$ cat config.mk
export PLATFORM = sky130hd
export DESIGN_NAME = ieb_top
export DESIGN_NICKNAME = d
export VERILOG_FILES = /design/src/shared/ieb_pkg.sv /design/src/verilog/ieb_top.sv /design/src/verilog/ieb_enable_word.sv
export SDC_FILE = /design/constraint.sdc
export NUM_CORES = 1
export LEC_CHECK = 0
export ABC_AREA = 1
export BUFFER_PORTS_ARGS = -buffer_cell sky130_fd_sc_hd__buf_4
export CORE_MARGIN = 4
export CORE_UTILIZATION = 42
export CTS_CLUSTER_DIAMETER = 200
export CTS_CLUSTER_SIZE = 20
export DETAILED_ROUTE_END_ITERATION = 10
export HOLD_SLACK_MARGIN = 0.02
export PLACE_DENSITY = 0.68
export SYNTH_ARGS = -nofsm -noshare
export SYNTH_HDL_FRONTEND = slang
export SYNTH_SLANG_ARGS = --single-unit
export TNS_END_PERCENT = 100
$ cat constraint.sdc
create_clock -name clk_in -period 3.6 [get_ports clk_in]
set_input_delay 0.36 -clock clk_in [delete_from_list [all_inputs] [get_ports clk_in]]
set_output_delay 0.36 -clock clk_in [all_outputs]
set_load 0.05 [all_outputs]
$ cat src/shared/ieb_pkg.sv
package ieb_pkg;
   ////////////////////////////////////////////////////////////////////////////
   // bus geometry
   localparam int ADR_W = 8;
   localparam int DAT_W = 32;
   localparam int SEL_W = 4;
   localparam int REG_W = 16;
   localparam int N_WORDS = 4;
   localparam int N_SRC = 64;
   localparam int PRIO_W = 3;
   localparam int PRIO_PER_REG = 4;
   localparam int N_PRIO_REGS = 16;
   localparam int IDX_W = 6;

   ////////////////////////////////////////////////////////////////////////////
   // register word indices (byte address is four times the index)
   localparam logic [IDX_W-1:0] IDX_EN0 = 6'h00;
   localparam logic [IDX_W-1:0] IDX_EN3 = 6'h03;
   localparam logic [IDX_W-1:0] IDX_FLAG0 = 6'h04;
   localparam logic [IDX_W-1:0] IDX_FLAG3 = 6'h07;
   localparam logic [IDX_W-1:0] IDX_PRIO0 = 6'h08;
   localparam logic [IDX_W-1:0] IDX_PRIO15 = 6'h17;
   localparam logic [ADR_W-1:0] ADR_EN0 = 8'h00;
   localparam logic [ADR_W-1:0] ADR_EN1 = 8'h04;
   localparam logic [ADR_W-1:0] ADR_EN2 = 8'h08;
   localparam logic [ADR_W-1:0] ADR_EN3 = 8'h0c;
   localparam logic [ADR_W-1:0] ADR_FLAG0 = 8'h10;
   localparam logic [ADR_W-1:0] ADR_PRIO0 = 8'h20;

   ////////////////////////////////////////////////////////////////////////////
   // implemented bits of each enable word; the rest read zero
   localparam logic [REG_W-1:0] EN0_MASK = 16'h7fff;
   localparam logic [REG_W-1:0] EN1_MASK = 16'hffdf;
   localparam logic [REG_W-1:0] EN2_MASK = 16'h601f;
   localparam logic [REG_W-1:0] EN3_MASK = 16'h6000;
   localparam logic [REG_W-1:0] EN_RESET = 16'h0000;
   localparam logic [N_WORDS*REG_W-1:0] EN_MASK_ALL = {EN3_MASK, EN2_MASK, EN1_MASK, EN0_MASK};

   ////////////////////////////////////////////////////////////////////////////
   // enable bit positions within their word
   localparam int EXTPIN0_IRQ_EN = 0;
   localparam int CAP1_IRQ_EN = 1;
   localparam int CMP1_IRQ_EN = 2;
   localparam int I2C_SLAVE_IRQ_EN = 0;
   localparam int I2C_MASTER_IRQ_EN = 1;
   localparam int COMPARATOR_IRQ_EN = 2;
   localparam int PIN_CHANGE_IRQ_EN = 3;
   localparam int EXTPIN1_IRQ_EN = 4;
   localparam int CAP7_IRQ_EN = 6;
   localparam int CAP8_IRQ_EN = 7;
   localparam int DMA_CH2_DONE_IRQ_EN = 8;
   localparam int CMP3_IRQ_EN = 9;
   localparam int CMP4_IRQ_EN = 10;
   localparam int TIMER4_IRQ_EN = 11;
   localparam int TIMER5_IRQ_EN = 12;
   localparam int EXTPIN2_IRQ_EN = 13;
   localparam int SERIAL2_RX_IRQ_EN = 14;
   localparam int SERIAL2_TX_IRQ_EN = 15;
   localparam int SPI2_ERROR_IRQ_EN = 0;
   localparam int SPI2_EVENT_IRQ_EN = 1;
   localparam int CAN_RX_READY_IRQ_EN = 2;
   localparam int CAN_EVENT_IRQ_EN = 3;
   localparam int DMA_CH3_DONE_IRQ_EN = 4;
   localparam int PARALLEL_PORT_IRQ_EN = 13;
   localparam int DMA_CH4_DONE_IRQ_EN = 14;
   localparam int DMA_CH5_DONE_IRQ_EN = 13;
   localparam int CALENDAR_IRQ_EN = 14;

   // can bits of the third enable word, held off when no can controller
   localparam logic [REG_W-1:0] CAN_MASK2 = 16'h000c;

   ////////////////////////////////////////////////////////////////////////////
   // priority fields: bits 4j+2..4j of a priority word, bit 4j+3 reads zero
   localparam int PRIO_FIELD_STRIDE = 4;
   localparam logic [PRIO_W-1:0] PRIO_RESET = 3'h4;
   localparam logic [PRIO_W-1:0] PRIO_OFF = 3'h0;

   typedef enum logic [0:0] {
      IEB_IDLE = 1'b0,
      IEB_ACK = 1'b1
   } ieb_bus_state_t;
endpackage

$ cat src/verilog/ieb_top.sv
// Design decisions made here: the placing of the registers and the Wishbone register port.
`timescale 1ns/1ns

// What this block does
// - an enable bit at one passes its source's request, at zero blocks it
// - unimplemented enable bits read zero and ignore writes
// - implemented enable bits are read/write and clear to zero at reset
// - second word bits 15..8 hold serial2, pin2, timers, compares, dma2 enables
// - second word low byte holds capture, pin1, change, comparator, i2c enables
// - third word holds dma4, parallel port, dma3, can and spi2 enables
// - fourth word holds calendar enable at bit 14, dma5 at bit 13
// - first word bits 2..0 hold compare1, capture1 and pin0 enables
// - without a can controller the can enables stay off regardless of writes
// - each source's flag reads one when it has raised a request
// - each source has a three-bit priority; zero disables, seven is highest
module ieb_top (
   input wire logic clk_in,
   input wire logic rst_n_in,
   input wire logic wb_cyc_in,
   input wire logic wb_stb_in,
   input wire logic wb_we_in,
   input wire logic [ieb_pkg::ADR_W-1:0] wb_adr_in,
   input wire logic [ieb_pkg::SEL_W-1:0] wb_sel_in,
   input wire logic [ieb_pkg::DAT_W-1:0] wb_dat_in,
   output logic [ieb_pkg::DAT_W-1:0] wb_dat_out,
   output logic wb_ack_out,
   input wire logic can_present_in,
   input wire logic [ieb_pkg::N_SRC-1:0] src_flag_in,
   output logic [ieb_pkg::N_SRC-1:0] irq_en_out,
   output logic [ieb_pkg::N_SRC-1:0] irq_req_out,
   output logic [ieb_pkg::N_SRC*ieb_pkg::PRIO_W-1:0] irq_prio_out
);

   ////////////////////////////////////////////////////////////////////////////
   // state of the bus slave and the priority fields

   typedef struct packed {
      ieb_pkg::ieb_bus_state_t bus_r;
      logic [ieb_pkg::DAT_W-1:0] dat_r;
      logic [ieb_pkg::N_SRC-1:0][ieb_pkg::PRIO_W-1:0] prio_r;
   } ieb_top_state_t;

   ieb_top_state_t st_r;
   ieb_top_state_t st_nxt;

   logic [ieb_pkg::IDX_W-1:0] idx;
   logic req_live;
   logic wr_commit;
   logic [ieb_pkg::N_WORDS-1:0] en_wr;
   logic [ieb_pkg::N_WORDS*ieb_pkg::REG_W-1:0] en_all;
   logic [ieb_pkg::N_WORDS*ieb_pkg::REG_W-1:0] lock_all;
   logic [ieb_pkg::N_SRC-1:0] prio_live;
   logic [ieb_pkg::DAT_W-1:0] rd_data;
   logic [3:0] prio_reg;
   logic [ieb_pkg::IDX_W-1:0] prio_off;
   logic [ieb_pkg::IDX_W-1:0] en_off;
   logic [ieb_pkg::IDX_W-1:0] flag_off;

   ////////////////////////////////////////////////////////////////////////////
   // address decode

   // word index; bits 1..0 of the byte address are ignored
   assign idx = wb_adr_in[ieb_pkg::ADR_W-1:2];
   assign req_live = wb_cyc_in & wb_stb_in;
   // writes land at the edge where ack is seen high, never earlier
   assign wr_commit = req_live & wb_we_in & (st_r.bus_r == ieb_pkg::IEB_ACK);
   assign en_off = idx - ieb_pkg::IDX_EN0;
   assign flag_off = idx - ieb_pkg::IDX_FLAG0;
   assign prio_off = idx - ieb_pkg::IDX_PRIO0;
   assign prio_reg = prio_off[3:0];

   // one strobe per enable word
   always_comb begin
      en_wr = '0;
      if (wr_commit && idx <= ieb_pkg::IDX_EN3) begin
         en_wr[en_off[1:0]] = 1'b1;
      end
   end

   ////////////////////////////////////////////////////////////////////////////
   // can variant handling

   // without the can controller its enables are locked off; a live level,
   // so a part that strapped this low can never slip a can request through
   always_comb begin
      lock_all = '0;
      if (!can_present_in) begin
         lock_all[2*ieb_pkg::REG_W +: ieb_pkg::REG_W] = ieb_pkg::CAN_MASK2;
      end
   end

   ////////////////////////////////////////////////////////////////////////////
   // priority zero disables a source outright

   always_comb begin
      for (int s = 0; s < ieb_pkg::N_SRC; s++) begin
         prio_live[s] = (st_r.prio_r[s] != ieb_pkg::PRIO_OFF);
      end
   end

   ////////////////////////////////////////////////////////////////////////////
   // the four enable words

   // word 0: pin0 at 0, capture1 at 1, compare1 at 2, rest of low sources above
   ieb_enable_word #(
      .IMPL_MASK(ieb_pkg::EN0_MASK)
   ) u_en0 (
      .clk_in(clk_in),
      .rst_n_in(rst_n_in),
      .wr_in(en_wr[0]),
      .sel_in(wb_sel_in[1:0]),
      .dat_in(wb_dat_in[ieb_pkg::REG_W-1:0]),
      .lock_in(lock_all[0 +: ieb_pkg::REG_W]),
      .flag_in(src_flag_in[0 +: ieb_pkg::REG_W]),
      .prio_live_in(prio_live[0 +: ieb_pkg::REG_W]),
      .en_out(en_all[0 +: ieb_pkg::REG_W]),
      .req_out(irq_req_out[0 +: ieb_pkg::REG_W])
   );

   // word 1: serial2, pins, timers, compares, dma2, captures, i2c; bit 5 empty
   ieb_enable_word #(
      .IMPL_MASK(ieb_pkg::EN1_MASK)
   ) u_en1 (
      .clk_in(clk_in),
      .rst_n_in(rst_n_in),
      .wr_in(en_wr[1]),
      .sel_in(wb_sel_in[1:0]),
      .dat_in(wb_dat_in[ieb_pkg::REG_W-1:0]),
      .lock_in(lock_all[ieb_pkg::REG_W +: ieb_pkg::REG_W]),
      .flag_in(src_flag_in[ieb_pkg::REG_W +: ieb_pkg::REG_W]),
      .prio_live_in(prio_live[ieb_pkg::REG_W +: ieb_pkg::REG_W]),
      .en_out(en_all[ieb_pkg::REG_W +: ieb_pkg::REG_W]),
      .req_out(irq_req_out[ieb_pkg::REG_W +: ieb_pkg::REG_W])
   );

   // word 2: dma4, parallel port, dma3, can pair, spi2 pair
   ieb_enable_word #(
      .IMPL_MASK(ieb_pkg::EN2_MASK)
   ) u_en2 (
      .clk_in(clk_in),
      .rst_n_in(rst_n_in),
      .wr_in(en_wr[2]),
      .sel_in(wb_sel_in[1:0]),
      .dat_in(wb_dat_in[ieb_pkg::REG_W-1:0]),
      .lock_in(lock_all[2*ieb_pkg::REG_W +: ieb_pkg::REG_W]),
      .flag_in(src_flag_in[2*ieb_pkg::REG_W +: ieb_pkg::REG_W]),
      .prio_live_in(prio_live[2*ieb_pkg::REG_W +: ieb_pkg::REG_W]),
      .en_out(en_all[2*ieb_pkg::REG_W +: ieb_pkg::REG_W]),
      .req_out(irq_req_out[2*ieb_pkg::REG_W +: ieb_pkg::REG_W])
   );

   // word 3: calendar at 14, dma5 at 13, nothing else
   ieb_enable_word #(
      .IMPL_MASK(ieb_pkg::EN3_MASK)
   ) u_en3 (
      .clk_in(clk_in),
      .rst_n_in(rst_n_in),
      .wr_in(en_wr[3]),
      .sel_in(wb_sel_in[1:0]),
      .dat_in(wb_dat_in[ieb_pkg::REG_W-1:0]),
      .lock_in(lock_all[3*ieb_pkg::REG_W +: ieb_pkg::REG_W]),
      .flag_in(src_flag_in[3*ieb_pkg::REG_W +: ieb_pkg::REG_W]),
      .prio_live_in(prio_live[3*ieb_pkg::REG_W +: ieb_pkg::REG_W]),
      .en_out(en_all[3*ieb_pkg::REG_W +: ieb_pkg::REG_W]),
      .req_out(irq_req_out[3*ieb_pkg::REG_W +: ieb_pkg::REG_W])
   );

   assign irq_en_out = en_all;

   ////////////////////////////////////////////////////////////////////////////
   // read mux, sampled into a flop one cycle before ack

   always_comb begin
      rd_data = '0;
      if (idx <= ieb_pkg::IDX_EN3) begin
         // unimplemented positions already read zero from the word
         rd_data[ieb_pkg::REG_W-1:0] = en_all[en_off[1:0]*ieb_pkg::REG_W +: ieb_pkg::REG_W];
      end else if (idx <= ieb_pkg::IDX_FLAG3) begin
         // flags are the live source levels, masked to implemented sources
         rd_data[ieb_pkg::REG_W-1:0] =
            src_flag_in[flag_off[1:0]*ieb_pkg::REG_W +: ieb_pkg::REG_W] &
            ieb_pkg::EN_MASK_ALL[flag_off[1:0]*ieb_pkg::REG_W +: ieb_pkg::REG_W];
      end else if (idx <= ieb_pkg::IDX_PRIO15) begin
         for (int j = 0; j < ieb_pkg::PRIO_PER_REG; j++) begin
            rd_data[j*ieb_pkg::PRIO_FIELD_STRIDE +: ieb_pkg::PRIO_W] =
               st_r.prio_r[prio_reg*ieb_pkg::PRIO_PER_REG + j];
         end
      end
   end

   ////////////////////////////////////////////////////////////////////////////
   // next state: wishbone classic handshake and priority writes

   // trade-off: one wait state for a registered read path, so ack and data
   // never ride a long combinational path from the address pins
   always_comb begin
      st_nxt = st_r;
      case (st_r.bus_r)
         ieb_pkg::IEB_IDLE: begin
            if (req_live) begin
               st_nxt.bus_r = ieb_pkg::IEB_ACK;
               st_nxt.dat_r = wb_we_in ? '0 : rd_data;
            end
         end
         ieb_pkg::IEB_ACK: begin
            // ack lasts exactly one cycle; master must drop stb after it
            st_nxt.bus_r = ieb_pkg::IEB_IDLE;
         end
         default: begin
            st_nxt.bus_r = ieb_pkg::IEB_IDLE;
         end
      endcase
      // priority fields of implemented sources; low byte then high byte
      if (wr_commit && idx >= ieb_pkg::IDX_PRIO0 && idx <= ieb_pkg::IDX_PRIO15) begin
         for (int j = 0; j < ieb_pkg::PRIO_PER_REG; j++) begin
            if (wb_sel_in[j/2] &&
                ieb_pkg::EN_MASK_ALL[prio_reg*ieb_pkg::PRIO_PER_REG + j]) begin
               st_nxt.prio_r[prio_reg*ieb_pkg::PRIO_PER_REG + j] =
                  wb_dat_in[j*ieb_pkg::PRIO_FIELD_STRIDE +: ieb_pkg::PRIO_W];
            end
         end
      end
   end

   ////////////////////////////////////////////////////////////////////////////
   // state register

   always_ff @(posedge clk_in or negedge rst_n_in) begin
      if (!rst_n_in) begin
         st_r.bus_r <= ieb_pkg::IEB_IDLE;
         st_r.dat_r <= '0;
         for (int s = 0; s < ieb_pkg::N_SRC; s++) begin
            // unimplemented sources keep a zero field so they read zero
            st_r.prio_r[s] <= ieb_pkg::EN_MASK_ALL[s] ? ieb_pkg::PRIO_RESET : ieb_pkg::PRIO_OFF;
         end
      end else begin
         st_r <= st_nxt;
      end
   end

   ////////////////////////////////////////////////////////////////////////////
   // outputs

   // ack is dropped at once if the master abandons the cycle
   assign wb_ack_out = (st_r.bus_r == ieb_pkg::IEB_ACK) & req_live;
   assign wb_dat_out = st_r.dat_r;
   assign irq_prio_out = st_r.prio_r;

endmodule // ieb_top

$ cat src/verilog/ieb_enable_word.sv
`timescale 1ns/1ns
// one 16-bit enable word with its request gating
module ieb_enable_word #(
   parameter logic [ieb_pkg::REG_W-1:0] IMPL_MASK = 16'hffff
) (
   input wire logic clk_in,
   input wire logic rst_n_in,
   input wire logic wr_in,
   input wire logic [1:0] sel_in,
   input wire logic [ieb_pkg::REG_W-1:0] dat_in,
   input wire logic [ieb_pkg::REG_W-1:0] lock_in,
   input wire logic [ieb_pkg::REG_W-1:0] flag_in,
   input wire logic [ieb_pkg::REG_W-1:0] prio_live_in,
   output logic [ieb_pkg::REG_W-1:0] en_out,
   output logic [ieb_pkg::REG_W-1:0] req_out
);
   typedef struct packed {
      logic [ieb_pkg::REG_W-1:0] en_r;
   } ieb_word_state_t;

   ieb_word_state_t st_r;
   ieb_word_state_t st_nxt;
   logic [ieb_pkg::REG_W-1:0] lane_mask;

   ////////////////////////////////////////////////////////////////////////////
   // byte-lane write, only implemented bits take data
   always_comb begin
      lane_mask = {{8{sel_in[1]}}, {8{sel_in[0]}}};
      st_nxt = st_r;
      if (wr_in) begin
         st_nxt.en_r = (st_r.en_r & ~lane_mask) | (dat_in & lane_mask & IMPL_MASK);
      end
      // locked bits never take a one, whatever was written
      st_nxt.en_r = st_nxt.en_r & ~lock_in;
   end

   // power-on clear so every source starts disabled
   always_ff @(posedge clk_in or negedge rst_n_in) begin
      if (!rst_n_in) begin
         st_r <= '{en_r: ieb_pkg::EN_RESET};
      end else begin
         st_r <= st_nxt;
      end
   end

   // lock masks the output at once, so no locked request slips out for a cycle
   assign en_out = st_r.en_r & IMPL_MASK & ~lock_in;
   // flag passes only with enable set and a live priority
   assign req_out = flag_in & en_out & prio_live_in;
endmodule // ieb_enable_word

==> results.ini <==
[clocking]
path_clk_slew_ns=0.10
cts_buffers=16
htreeDepth=1
postCtsSetupRepairBufs=0
clock_path_buffers=3
cts.sink_count=248
root_buffer=clkbuf_16
cts_tree=built
clkLatencyLatePin_ns=0.51

[die]
start_util=0.424
die_h_um=195
rows=68
core_area_um2=34500
die_x_um=195
io_pins=467
die_area_um2=37800

[synth]
ys_warn_count=0
ys_ff_latch=248
avgSynthCellArea_um2=7.82
synth_cells=1869
syn_area_um2=14600
synth-seq-area-share=0.428
synth_cell_type_count=41

[flow_run]
max-cap-violations=0

[sta]
tns_ns=0
setup_viol=0
slew_viol_final=0
fmax_mhz=409
max_slew_margin=0.349
rsz0062_at_grt=no
finalClockSkew_ns=0.0222
tightest_slew_ns=0.974
min_period_ns=2.44
hold_viol=0
hold_ws_ns=0.0745
postLayoutSetupSlackWorst_ns=1.16
min_period_over_period=0.678

[critical_path]
worst-path-max-fanout=29
cp-start-kind=input pin
cp.required_ns=3.95
crit_type=input pin to register
cp.arrival_ns=2.80
end_kind=register

[placed_design]
gp_congestion=0.923
place_ws_ns=0.720
port_buffers=366
dpl.hpwl_mm=42.2

[cells_and_area]
post-route-util=0.480
area.growth.synth_to_final_pct=13.1
drive_above_1_share=0.254
final_nets=2106

[route]
routed_wl_mm=56.7
drtPass1Iterations=7
vias_per_cell=5.28
via_count=12943
wl_per_cell_um=23.1
drc_errors=0
drtAntennaViolNets=0
drt-initial-drc-count=1113

[global_route]
grt-ovfl-total=0
grt_pass1_wl_mm=83.8
busiest_layer=met2
grt_pass1_vias=12704
grt.total_usage=0.288
grt_use_met1=0.396
grt_max_degree=96
groute.layer.met2.usage=0.471
antenna_found_initial=1
grt_util_met3=0.0562

[status]
status=finished, final reports clean

[power_and_ir_drop]
leakagePower_uw=0.00873
peakVddDrop_mv=0.219
powerDensity_nw_per_um2=345

[hold_path]
hold_path_class=input pin to register

## layout make-up
type | instances | area, um^2
Antenna cell | 1 | 2.50
Clock buffer | 25 | 455
Clock inverter | 1 | 16.3
Fill cell | 3471 | 17900
Inverter | 163 | 612
Multi-Input combinational cell | 1147 | 5470
Sequential cell | 248 | 6250
Tap cell | 455 | 569
Timing Repair Buffer | 411 | 3150
## power breakdown
group / switching, uW / leakage [uW] / internal [uW]
Combinational: 717 / 0.00530 / 221
Clock: 1020 / 0.000226 / 887
Sequential: 30.4 / 0.00320 / 2820
## synthesized netlist by cell type, drive strengths merged
master / number / area (um^2)
o211ai: 11 / 82.6
a21oi: 65 / 337
o311a: 19 / 190
inv: 163 / 612
nand3: 58 / 295
clkbuf: 64 / 240
nand4: 5 / 31.3
o22ai: 16 / 100
o2111ai: 1 / 8.76
or2: 1 / 8.76
ha: 5 / 62.6
mux2i: 4 / 40.0
dfrtp: 209 / 5230
a31oi: 11 / 68.8
a311oi: 8 / 70.1
conb: 1 / 3.75
o21ai: 217 / 1100
o21bai: 5 / 37.5
o21a: 5 / 37.5
buf: 312 / 2290
nand2: 553 / 2230
nor3: 8 / 62.6
dfstp: 39 / 1020
o31ai: 1 / 7.51
o221ai: 9 / 78.8
a22oi: 15 / 113
nor4: 2 / 12.5
nor2: 62 / 245
## layer usage
layer	share of wire	routed length (um)
met4	0.026	1470
met3	0.084	4750
met2	0.47	26800
met5	0	0
met1	0.42	23800
## stage by stage
step | cells | power (uW) | instance area, um^2
floorplan | 1934 | 3540 | 14900
global placement | 2423 | 3830 | 16000
detailed placement | 2423 | 3840 | 16000
CTS | 2450 | 5720 | 16500
global route | 2451 | 5900 | 16500
finish | 2451 | 5700 | 16500
## repair_timing
action                    4_1_cts  5_1_grt
resized for setup               0        0
hold buffers                    1        0
hold endpoints to repair       77        0
## cells in the final DEF (no fill, tap or decap), types with 3 or more instances in the layout
cell         n
inv_1      158
nand3_1     57
buf_12       4
o221ai_1     9
a31oi_1     11
clkbuf_16   17
o21ai_0    180
o22ai_1     16
o21a_1       5
a311oi_1     8
nand4_1      5
conb_1      66
clkbuf_1     8
o211ai_1    11
nor3_1       6
dfrtp_1    209
a21oi_1     64
nor2_2       3
o311a_1     19
buf_4      405
dfstp_2     39
nand2_1    531
nor2_1      58
nand2_4     20
ha_1         5
o21ai_1     34
o21bai_1     5
mux2i_1      4
a22oi_1     15
inv_2        5
o21ai_2      3
## logic make-up (layout without fill, tap and decap cells)
| group | Yosys count | in the layout | synth area share |
|---|---|---|---|
| simple gates | 689 | 689 | 0.197 |
| compound gates | 383 | 383 | 0.152 |
| fa+ha+maj | 5 | 5 | 0.00428 |
| mux | 4 | 4 | 0.00274 |
| buf+inv | 539 | 600 | 0.215 |
| other cells | 1 | 67 | 0.000257 |
| flops | 248 | 248 | 0.428 |
## final timing paths
kind                                   start                 to  slack [ns]  cells after the start
max                             wb_adr_in[2]   irq_prio_out[15]        1.16                     11
min                             wb_dat_in[3]           register        0.07                      3
max reg2reg                        st_r[224]           register        1.41                      7
min reg2reg                irq_prio_out[157]  irq_prio_out[157]        0.41                      0
max in group asynchronous           rst_n_in    irq_prio_out[8]        2.22                      3
min in group asynchronous           rst_n_in    irq_prio_out[4]        0.46                      2
## worst max-delay path, cell delays in order
cell,delay [ns]
buf_4,0.35
buf_4,0.40
ha_1,0.34
inv_1,0.14
nor2_1,0.43
inv_1,0.13
nand2_1,0.14
nor3_4,0.09
buf_4,0.21
nand2_4,0.10
o21ai_0,0.09
(Power assumes the default switching activity.)
